$ cat src/rtl/pcs_clk_map.svh
`ifndef PCS_CLK_MAP_SVH
`define PCS_CLK_MAP_SVH

// Fabric width selection codes
`define WSEL_8 2'h0
`define WSEL_10 2'h1
`define WSEL_16 2'h2
`define WSEL_20 2'h3

// Fabric width masks
`define MASK_8 20'h000FF
`define MASK_10 20'h003FF
`define MASK_16 20'h0FFFF
`define MASK_20 20'hFFFFF

// Compliance code groups
`define CODE_K285 8'hBC
`define CODE_D215 8'hB5
`define CODE_D102 8'h4A

// Synchronised pin indices
`define PIN_REC 0
`define PIN_TXC 1
`define PIN_RXC 2
`define PIN_NUM 3

`endif

$ cat src/rtl/pcs_clk_pkg.sv
`default_nettype none
package pcs_clk_pkg;
  typedef enum logic [1:0] {
    CP_K0 = 2'h0,
    CP_D215 = 2'h1,
    CP_K1 = 2'h3,
    CP_D102 = 2'h2
  } cp_state_t;
endpackage
`default_nettype wire

$ cat src/rtl/pcs_phase_fifo_clocking.sv
// How it works
// With rate matching, the recovered low-speed clock paces capture of the receive word.
// With rate matching, decode, byte deserializing and receive FIFO writes follow the tx clock.
// With the byte deserializer on, the receive FIFO is written at half the low-speed rate.
// The transmit low-speed clock is exported to the fabric as an output clock.
// The transmit FIFO write side follows automatic selection or the user core clock.
// Non-bonded automatic mode writes and reads the transmit FIFO on the tx low-speed clock.
// Bonded automatic mode writes and reads the transmit FIFO on the common bonded clock.
// A user transmit core clock must have exactly the read clock frequency.
// The receive FIFO read side follows automatic selection or the user core clock.
// Non-bonded with rate matching reads the receive FIFO on the tx low-speed clock.
// Non-bonded without rate matching reads and writes the receive FIFO on the recovered clock.
// The fabric side is 8, 10, 16 or 20 bits wide and the PMA side 8 or 10 bits.
// The transmitter can send the repeating K28.5, D21.5, K28.5, D10.2 compliance pattern.
// Forced disparity accompanies the K28.5 and D21.5 pair of the compliance pattern.
// A receive FIFO error output is high while that FIFO is full or empty, on its read clock.
// Both phase FIFOs use gray-coded pointers so write and read sides may differ in phase.
`include "pcs_clk_map.svh"
`default_nettype none

module phase_fifo #(
  parameter int W = 23,
  parameter int AW = 3
) (
  input wire logic mclk,
  input wire logic rst,
  input wire logic ce,
  input wire logic wr,
  input wire logic [W-1:0] wdata,
  input wire logic rd,
  output logic [W-1:0] rdata,
  output logic full,
  output logic empty
);
  logic [W-1:0] mem [2**AW];
  logic [AW:0] wbin_r, rbin_r, wbin_nxt, rbin_nxt, wg, rg;

  always_comb begin
    wg = wbin_r ^ (wbin_r >> 1);
    rg = rbin_r ^ (rbin_r >> 1);
    empty = (wg == rg);
    full = (wg == {~rg[AW:AW-1], rg[AW-2:0]});
    wbin_nxt = wbin_r + (AW+1)'(wr && !full);
    rbin_nxt = rbin_r + (AW+1)'(rd && !empty);
    rdata = mem[rbin_r[AW-1:0]];
  end

  always_ff @(posedge mclk or posedge rst) begin
    if (rst) begin
      wbin_r <= '0;
      rbin_r <= '0;
    end else if (ce) begin
      wbin_r <= wbin_nxt;
      rbin_r <= rbin_nxt;
    end
  end

  always_ff @(posedge mclk) begin
    if (ce && wr && !full) begin
      mem[wbin_r[AW-1:0]] <= wdata;
    end
  end
endmodule

module pcs_phase_fifo_clocking
  import pcs_clk_pkg::*;
#(
  parameter int PW = 10,
  parameter int AW = 3
) (
  // Clock, reset, enable
  input wire logic mclk,
  input wire logic rst,
  input wire logic ce,
  // Channel configuration
  input wire logic rate_match_en,
  input wire logic byte_deser_en,
  input wire logic bonded,
  input wire logic tx_coreclk_en,
  input wire logic rx_coreclk_en,
  input wire logic [1:0] width_sel,
  input wire logic compliance_en,
  // Clock sources
  input wire logic tx_ls_tick,
  input wire logic bond_tick,
  input wire logic rec_clk,
  input wire logic tx_coreclk,
  input wire logic rx_coreclk,
  // Fabric transmit
  input wire logic tx_valid,
  input wire logic [2*PW-1:0] tx_data,
  input wire logic [1:0] tx_k,
  input wire logic tx_forcedisp,
  // PMA transmit
  output logic [PW-1:0] pma_tx_data_r,
  output logic pma_tx_k_r,
  output logic pma_tx_force_r,
  // PMA receive
  input wire logic [PW-1:0] rx_pma_data,
  // Fabric receive and clocks
  output logic [2*PW-1:0] rx_data_r,
  output logic rx_valid_r,
  output logic rx_err_r,
  output logic tx_clkout_r,
  output logic rx_clkout_r
);
  localparam int DW = 2 * PW;
  localparam int TW = DW + 3;

  function automatic logic [DW-1:0] wmask(input logic [1:0] sel);
    unique case (sel)
      `WSEL_8: wmask = DW'(`MASK_8);
      `WSEL_10: wmask = DW'(`MASK_10);
      `WSEL_16: wmask = DW'(`MASK_16);
      `WSEL_20: wmask = DW'(`MASK_20);
    endcase
  endfunction

  function automatic cp_state_t cp_next(input cp_state_t s);
    unique case (s)
      CP_K0: cp_next = CP_D215;
      CP_D215: cp_next = CP_K1;
      CP_K1: cp_next = CP_D102;
      CP_D102: cp_next = CP_K0;
    endcase
  endfunction

  function automatic logic [PW-1:0] cp_code(input cp_state_t s);
    unique case (s)
      CP_K0, CP_K1: cp_code = PW'(`CODE_K285);
      CP_D215: cp_code = PW'(`CODE_D215);
      CP_D102: cp_code = PW'(`CODE_D102);
    endcase
  endfunction

  // Pin synchronisers, change taken once stages two and three agree
  logic [`PIN_NUM-1:0] pin_in, pin_tick;
  assign pin_in = {rx_coreclk, tx_coreclk, rec_clk};
  genvar g;
  for (g = 0; g < `PIN_NUM; g++) begin : g_sync
    logic [2:0] s_r, s_nxt;
    logic l_r, l_nxt;
    always_comb begin
      s_nxt = {s_r[1:0], pin_in[g]};
      l_nxt = (s_r[1] == s_r[2]) ? s_r[2] : l_r;
    end
    always_ff @(posedge mclk or posedge rst) begin
      if (rst) begin
        s_r <= '0;
        l_r <= 1'b0;
      end else if (ce) begin
        s_r <= s_nxt;
        l_r <= l_nxt;
      end
    end
    assign pin_tick[g] = l_nxt && !l_r;
  end

  // Clock selection
  logic rec_tick, tx_rd_tick, tx_wr_tick, st_tick, rx_rd_tick;
  always_comb begin
    rec_tick = pin_tick[`PIN_REC];
    tx_rd_tick = bonded ? bond_tick : tx_ls_tick;
    tx_wr_tick = tx_coreclk_en ? pin_tick[`PIN_TXC] : tx_rd_tick;
    st_tick = rate_match_en ? tx_ls_tick : rec_tick;
    rx_rd_tick = rx_coreclk_en ? pin_tick[`PIN_RXC] : st_tick;
  end

  // Transmit write side with compliance generator
  cp_state_t cp_r, cp_nxt;
  logic tx_wr;
  logic [TW-1:0] tx_wd;
  logic [PW-1:0] c_lo, c_hi;
  logic txf_full, txf_empty, tx_pop;
  logic [TW-1:0] txf_q;
  always_comb begin
    c_lo = cp_code(cp_r);
    c_hi = cp_code(cp_next(cp_r));
    cp_nxt = cp_r;
    tx_wr = tx_wr_tick && (tx_valid || compliance_en);
    tx_wd = {tx_forcedisp, tx_k, tx_data & wmask(width_sel)};
    if (compliance_en) begin
      if (width_sel[1]) begin
        tx_wd = {cp_r == CP_K0, 1'b0, 1'b1, c_hi, c_lo};
        cp_nxt = cp_next(cp_next(cp_r));
      end else begin
        tx_wd = {cp_r == CP_K0 || cp_r == CP_D215, 1'b0, ~^cp_r, PW'(0), c_lo};
        cp_nxt = cp_next(cp_r);
      end
    end
    if (!tx_wr || !compliance_en) begin
      cp_nxt = compliance_en ? cp_r : CP_K0;
    end
  end
  always_ff @(posedge mclk or posedge rst) begin
    if (rst) begin
      cp_r <= CP_K0;
    end else if (ce) begin
      cp_r <= cp_nxt;
    end
  end

  phase_fifo #(.W(TW), .AW(AW)) u_txf (
    .mclk(mclk), .rst(rst), .ce(ce), .wr(tx_wr), .wdata(tx_wd),
    .rd(tx_pop), .rdata(txf_q), .full(txf_full), .empty(txf_empty)
  );

  // Transmit read side toward the PMA, halves split when serializing bytes
  logic thi_r, thi_nxt, pk_nxt, pf_nxt;
  logic [TW-1:0] thold_r, thold_nxt;
  logic [PW-1:0] pd_nxt;
  always_comb begin
    tx_pop = 1'b0;
    thi_nxt = thi_r;
    thold_nxt = thold_r;
    pd_nxt = pma_tx_data_r;
    pk_nxt = pma_tx_k_r;
    pf_nxt = pma_tx_force_r;
    if (tx_rd_tick) begin
      if (byte_deser_en && thi_r) begin
        pd_nxt = thold_r[DW-1:PW];
        pk_nxt = thold_r[DW+1];
        thi_nxt = 1'b0;
      end else if (!txf_empty) begin
        tx_pop = 1'b1;
        thold_nxt = txf_q;
        pd_nxt = txf_q[PW-1:0];
        pk_nxt = txf_q[DW];
        pf_nxt = txf_q[DW+2];
        thi_nxt = byte_deser_en;
      end else begin
        pd_nxt = '0;
        pk_nxt = 1'b0;
        pf_nxt = 1'b0;
      end
    end
  end
  always_ff @(posedge mclk or posedge rst) begin
    if (rst) begin
      thi_r <= 1'b0;
      thold_r <= '0;
      pma_tx_data_r <= '0;
      pma_tx_k_r <= 1'b0;
      pma_tx_force_r <= 1'b0;
    end else if (ce) begin
      thi_r <= thi_nxt;
      thold_r <= thold_nxt;
      pma_tx_data_r <= pd_nxt;
      pma_tx_k_r <= pk_nxt;
      pma_tx_force_r <= pf_nxt;
    end
  end

  // Receive capture, byte deserializer and FIFO write
  logic [PW-1:0] rx_in_r, rx_in_nxt, rlo_r, rlo_nxt;
  logic rhalf_r, rhalf_nxt, rx_wr;
  logic [DW-1:0] rx_wd, rxf_q;
  logic rxf_full, rxf_empty, rx_pop;
  always_comb begin
    rx_in_nxt = rec_tick ? rx_pma_data : rx_in_r;
    rlo_nxt = rlo_r;
    rhalf_nxt = rhalf_r;
    rx_wr = 1'b0;
    rx_wd = '0;
    if (st_tick) begin
      if (!byte_deser_en) begin
        rx_wr = 1'b1;
        rx_wd = {PW'(0), rx_in_r};
        rhalf_nxt = 1'b0;
      end else if (!rhalf_r) begin
        rlo_nxt = rx_in_r;
        rhalf_nxt = 1'b1;
      end else begin
        rx_wr = 1'b1;
        rx_wd = {rx_in_r, rlo_r};
        rhalf_nxt = 1'b0;
      end
    end
  end
  always_ff @(posedge mclk or posedge rst) begin
    if (rst) begin
      rx_in_r <= '0;
      rlo_r <= '0;
      rhalf_r <= 1'b0;
    end else if (ce) begin
      rx_in_r <= rx_in_nxt;
      rlo_r <= rlo_nxt;
      rhalf_r <= rhalf_nxt;
    end
  end

  phase_fifo #(.W(DW), .AW(AW)) u_rxf (
    .mclk(mclk), .rst(rst), .ce(ce), .wr(rx_wr), .wdata(rx_wd),
    .rd(rx_pop), .rdata(rxf_q), .full(rxf_full), .empty(rxf_empty)
  );

  // Receive read side, error flag and exported clocks
  logic [DW-1:0] rd_nxt;
  logic rv_nxt, re_nxt, tc_nxt, rc_nxt;
  always_comb begin
    rx_pop = rx_rd_tick && !rxf_empty;
    rd_nxt = rx_pop ? (rxf_q & wmask(width_sel)) : rx_data_r;
    rv_nxt = rx_pop;
    re_nxt = rx_rd_tick ? (rxf_full || rxf_empty) : rx_err_r;
    tc_nxt = tx_ls_tick ? !tx_clkout_r : tx_clkout_r;
    rc_nxt = rec_tick ? !rx_clkout_r : rx_clkout_r;
  end
  always_ff @(posedge mclk or posedge rst) begin
    if (rst) begin
      rx_data_r <= '0;
      rx_valid_r <= 1'b0;
      rx_err_r <= 1'b1;
      tx_clkout_r <= 1'b0;
      rx_clkout_r <= 1'b0;
    end else if (ce) begin
      rx_data_r <= rd_nxt;
      rx_valid_r <= rv_nxt;
      rx_err_r <= re_nxt;
      tx_clkout_r <= tc_nxt;
      rx_clkout_r <= rc_nxt;
    end
  end
endmodule

`default_nettype wire

$ cat config.mk
export PLATFORM = sky130hd
export DESIGN_NAME = pcs_phase_fifo_clocking
export DESIGN_NICKNAME = d
export VERILOG_FILES = /design/src/rtl/pcs_clk_pkg.sv /design/src/rtl/pcs_phase_fifo_clocking.sv
export VERILOG_INCLUDE_DIRS = /design/src /design/src/rtl
export SDC_FILE = /design/constraint.sdc
export NUM_CORES = 1
export LEC_CHECK = 0
export BUFFER_PORTS_ARGS = -buffer_cell sky130_fd_sc_hd__buf_2
export CELL_PAD_IN_SITES_DETAIL_PLACEMENT = 0
export CELL_PAD_IN_SITES_GLOBAL_PLACEMENT = 1
export CORE_ASPECT_RATIO = 0.6
export CORE_UTILIZATION = 40
export CTS_CLUSTER_SIZE = 8
export DETAILED_ROUTE_END_ITERATION = 16
export GPL_ROUTABILITY_DRIVEN = 0
export PLACE_DENSITY = 0.67
export SLEW_MARGIN = 20
export SYNTH_ARGS = -nofsm -noshare
export SYNTH_HDL_FRONTEND = slang
export SYNTH_SLANG_ARGS = --single-unit
$ cat constraint.sdc
create_clock -name mclk -period 10.6 [get_ports mclk]
set_input_delay 2.12 -clock mclk [delete_from_list [all_inputs] [get_ports mclk]]
set_output_delay 2.12 -clock mclk [all_outputs]
set_load 0.05 [all_outputs]
* Yosys cells after proc, flatten, opt, wreduce, memory -nomap -nowiden
Memories as Yosys holds them, arrays and structs flattened.
Index checks and enable logic that the tools add are counted.
** Operators by class
- Add/subtract/negate cells :: 4
- $mul :: 0
- Div/mod/pow operators :: 0
- $lt $le $gt $ge :: 0
- Equal/unequal tests :: 21
- Shifts and indexed selects :: 0
- Mux-type cells :: 42
- Bitwise gates (word level) :: 11
- Reduce and logical (&&, ||, !) cells :: 48
** Operators by type and width (count)
- $pmux W20 S4 :: 1
- $mux W20 :: 3
- $pmux W10 S3 :: 2
- $mux W23 :: 2
- $and A20 B20 Y20 :: 2
- $mux W1 :: 24
- $mux W10 :: 2
- $add A4 B1 Y4 :: 4
- $eq A2 B2 Y1 const B :: 8
- $eq A4 B4 Y1 :: 4
- $pmux W2 S4 :: 2
- $xor A4 B3 Y4 :: 4
- $logic_and A1 B1 Y1 :: 14
- $mux W2 :: 6
- $reduce_and A2 Y1 :: 6
- $logic_not A1 Y1 :: 11
- $reduce_and A3 Y1 :: 3
- $eq A2 B1 Y1 const B :: 4
- $logic_not A2 Y1 :: 4
- $reduce_and A4 Y1 :: 2
- $logic_or A1 B1 Y1 :: 4
- $not A2 Y2 :: 2
- $reduce_or A2 Y1 :: 2
- $eq A1 B1 Y1 :: 3
- 5 further kinds :: 7
** Storage, ports and cells
- Bits in registers :: 110
- Bits in latches :: 0
- Memory bits (writable) :: 344
- Bits in read-only memories :: 0
- Input port bits :: 50
- Output and inout port bits :: 36
- Logic and storage cells :: 152
- Memories :: 2
** Memory list
- u_txf.mem :: words 8, bits a word 23, rd ports 1, clocked after memory_dff 0, wr ports 1, line pcs_phase_fifo_clocking.sv:35 : logic [W-1:0] mem [2**AW];
- u_rxf.mem :: words 8, bits a word 20, rd ports 1, clocked after memory_dff 0, wr ports 1, line pcs_phase_fifo_clocking.sv:35

* Logic depth before layout (Yosys ltp)
- Depth after elaboration :: 9
- Gate-level depth with buffers :: 10
- Mapped depth without buffers :: 10

* Cells and area by module
A second synthesis with hierarchy kept.
** Unflattened totals
- Cells, all modules :: 1009
- Area total of the unflattened synthesis :: 18426.4 µm²
** Modules (own cells, without submodules)
- phase_fifo (u_txf) :: instances 1, cells each 328, area an instance 7511.0 µm², seq. area each 5725.5 µm²
- phase_fifo (u_rxf) :: instances 1, cells each 294, area an instance 6765.2 µm², seq. area each 5004.8 µm²
- pcs_phase_fifo_clocking :: instances 1, cells each 387, area an instance 4150.2 µm², seq. area each 2078.2 µm²

* Worst setup path after synthesis
Ideal clock, no wire load.
- Path type :: input -> register
- From :: input port rate_match_en
- To :: memory u_rxf.mem[0][0] (netlist bit) (enable)
- Setup time :: 0.448 ns
- Arrival :: 4.852 ns
- Data required time :: 10.152 ns
- Path slack :: 5.300 ns
- Stages on the path :: 5
- Buffers on the path :: 1
- Path through :: nand4bb_1 > and2_0 > nand2b_1 > clkbuf_1 > nor4_1
** Between the ends
- Word-level cells in the longest chain between the ends :: 6
** Ends and longest elaborated chain
- from (decl) :: line pcs_phase_fifo_clocking.sv:76 : input wire logic rate_match_en,
- $mux W1 :: line pcs_phase_fifo_clocking.sv:165 : st_tick = rate_match_en ? tx_ls_tick : rec_tick;
- $mux W1 :: line pcs_phase_fifo_clocking.sv:265 : if (st_tick) begin
- $logic_and A1 B1 Y1 (2 in series) :: line pcs_phase_fifo_clocking.sv:59 : if (ce && wr && !full) begin
- $mux W1 :: line pcs_phase_fifo_clocking.sv:59
- $mux W1 (not written as such) :: line pcs_phase_fifo_clocking.sv:60 : mem[wbin_r[AW-1:0]] <= wdata;
- to (decl) :: line pcs_phase_fifo_clocking.sv:35
No other way between the ends.

* Worst setup path in the final report
- From :: input port ce
- To :: register thold_r[15]
** Between the ends
- Word-level cells in the longest chain between the ends :: 1
** Ends and longest elaborated chain
- from (decl) :: line pcs_phase_fifo_clocking.sv:74 : input wire logic ce,
- $reduce_and A4 Y1 (no source line)
- to (signal assigned) :: line pcs_phase_fifo_clocking.sv:247 : thold_r <= thold_nxt;
- to (decl) :: line pcs_phase_fifo_clocking.sv:210 : logic [TW-1:0] thold_r, thold_nxt;
No other way between the ends.
A chain may end at the register's enable or synchronous reset.

==> reports/qor.txt <==
Status -> complete, no violations
Postcts setup bufs -> 0
Fmax achieved -> 0.252 GHz
Initial detailed-routing violation count -> 967
Synth Area in Compound Gates -> 0.0417
Number of global-route vias before repair -> 9,511
Syn Nets -> 1,075
Reg2Reg Launch Point -> u_txf.rbin_r[1]
R2r endpoint -> u_txf.mem[3][18]
Fin nets -> 1,200
Synth area leaders -> edfxtp_1, dfrtp_1, mux4_2
Most frequent cell after synthesis -> edfxtp_1
Internal power -> 0.00390 W
Grt total ovfl -> 0
CTS sink cnt -> 443
Worst EP arrival -> 4430 ps
Root buffer cell -> clkbuf_16
Pre-antenna DRT Iters -> 5
Pwr Density -> 274 mW/mm^2
Worst Setup End Kind -> register
Crit path max fanout -> 46
Hold Startpoint -> tx_clkout_r
Clock period minus worst slack -> 3970 ps
Port buffer count -> 85
Reg2Reg Setup Slack -> 7370 ps
Max-cap viol count -> 0
Row count -> 60
Largest family of logic cells by synthesized area -> multiplexers
Layout Skew -> 13.3 ps
Largest net degree at the start of global routing -> 65
Area share of the largest cell type after synthesis -> 0.567
Primary FF master, synth -> edfxtp_1
Reg clk slew, reported paths -> 50 ps
XOR/XNOR Fraction of Synth Area -> 0.0114
Total length of routed wires -> 43.3 mm
Grt met3 use -> 0.0307
Worst ir drop on vdd -> 0.126 mV
Via count -> 9,552
Hold Path End -> tx_clkout_r
Max-slew headroom -> 0.280
Ys async rst share -> 0.223
Layout cells sized above 1 -> 0.285
Worst hold stages -> 1
Cts repair resizes -> 0
Hold Buf Count CTS -> 0
Post-synth top cells -> edfxtp_1, dfrtp_1, mux2_2
DIE HEIGHT -> 167 um
Finished Layout Cells -> 1,765
Syn-to-layout area delta -> 15.8%
Overall Power -> 0.00579 W
Number of synthesized flops with an enable pin -> 344
Antenna violations before repair -> 1
Seq pwr share -> 0.393
CTS H-tree lvls -> 2
Met1 global-route usage -> 0.309
Final HPWL DP -> 26.9 mm
Worst setup startpoint -> ce
Final setup violation count -> 0
Clock network power share -> 0.306
Antenna viol nets, final -> 0
Register area share after synthesis -> 0.703
Syn. warnings -> 0
Synthesized cell area -> 0.0182 sq mm
Drc violations -> 0
Post-Synth Adder-Cell Area -> 0.0178
Seq cells post-synth -> 443
DIE WIDTH -> 278 um
Unique masters post-synth -> 56
Sw Pwr -> 0.00189 W
Synth Area in Simple Gates -> 0.0346
Final Hold Viols -> 0
Cell count of the worst reg-to-reg path -> 6
Worst-Skew Late Latency -> 580 ps
Placeable Area -> 0.0449 sq mm
Mapped Cells -> 999
WS Path Type -> in2reg
Setup TNS -> 0 ps
RSZ-0062 raised after global routing -> false
Sw Ratio -> 0.326
Mux cell area share after synthesis -> 0.171
Starting Density -> 0.406
Final slew viol count -> 0
Top Usage Layer GRT -> met1
Met2 usage -> 0.260
Leak Pwr -> 7.67 nW
Measured slew at the worst slew-check pin -> 1080 ps
Clock buffer depth -> 3
Total CTS buffers -> 61
First-pass GRT wire length -> 64.4 mm
Hold Crit Class -> reg2reg
Placed insts -> 1,650
N_diodes -> 0
WP data required -> 11,060 ps
Top Ports -> 86
Fin crit share -> 0.375
Comb power frac -> 0.300
Synth Area per Inst -> 18.3 sq um
Die area -> 0.0465 sq mm
Critical path launch point type -> input port
CTS tree -> yes
GRT Overall Usage -> 0.189
Routed vias/inst -> 5.41
DR WL/cell -> 24.5 um
Synth area leader -> edfxtp_1
==> routing by layer <==
metal | routed length (um) | vias to the layer above
met5 | 0 | -
met4 | 742 | 0
met3 | 2480 | 60
met2 | 18100 | 266
met1 | 21900 | 5018
li1 | - | 4208
==> state kept, by name, summed over array words and instances (netlist names), 2 cells and up <==
signal / flops
cp_r: 2
g_sync.l_r: 3
g_sync.s_r: 9
pma_tx_data_r: 10
rlo_r: 10
rx_data_r: 20
rx_in_r: 10
thold_r: 11
u_rxf.mem: 160
u_rxf.rbin_r: 4
u_rxf.wbin_r: 4
u_txf.mem: 184
u_txf.rbin_r: 4
u_txf.wbin_r: 4
==> placed cells by master, fill, tap and decap left out, drive strengths merged, types with 19 or more instances in the layout <==
master	synthesis	final
nand2	30	30
buf	36	114
xnor2	19	19
inv	21	23
ha	26	26
and2	21	21
clkbuf	16	112
dfrtp	98	98
o21ai	20	20
mux2	80	80
nor2	27	27
mux4	70	70
edfxtp	344	344
a21oi	28	28
mux2i	53	53
==> final cells by class <==
cell class / count / area [sq um]
well taps: 589 / 737
multi-input cells: 483 / 5100
inverters: 21 / 81.3
fillers: 3779 / 23800
clock buffers: 112 / 1720
clock inverters: 3 / 25.0
flip-flops and latches: 443 / 12800
repair buffers: 114 / 643
==> stage by stage <==
stage               setup slack (ps)   util  hold slack, ps  cell area [sq um]
finish                          6630  0.470             459              21100
global route                    6470  0.470             481              21100
detailed placement              6080  0.432             457              19400
global placement                6140  0.432             454              19400
floorplan                       5300      -             446              18200
CTS                             6670  0.470             468              21100
==> worst max-delay path, stage by stage <==
cell	delay [ps]
buf_2	70
buf_4	410
nand2b_1	430
a211oi_2	940
mux2_2	420
==> kinds of logic (layout without fill, tap and decap cells) <==
group / after synthesis / count (layout)
xor+xnor: 22 / 22
buf+inv: 73 / 250
flops: 443 / 443
mux: 203 / 203
simple gates: 122 / 122
fa+ha+maj: 26 / 26
compound gates: 110 / 110
==> how the worst max path moves through the flow <==
stage	end	slack, ps
CTS	thold_r[15]	6670
global route	thold_r[12]	6470
floorplan	u_rxf.mem[0][0]	5300
detailed placement	thold_r[17]	6080
finish	thold_r[15]	6630
global placement	thold_r[15]	6140
==> power by group through the flow <==
stage,registers [W],clock network (W),logic [W]
after floorplan,0.00247,0,0.00111
after global placement,0.00230,0,0.00174
after detailed placement,0.00230,0,0.00175
after CTS,0.00227,0.00181,0.00176
after global routing,0.00230,0.00189,0.00187
final,0.00228,0.00177,0.00174
No activity file was read; power rests on OpenSTA's default activity.
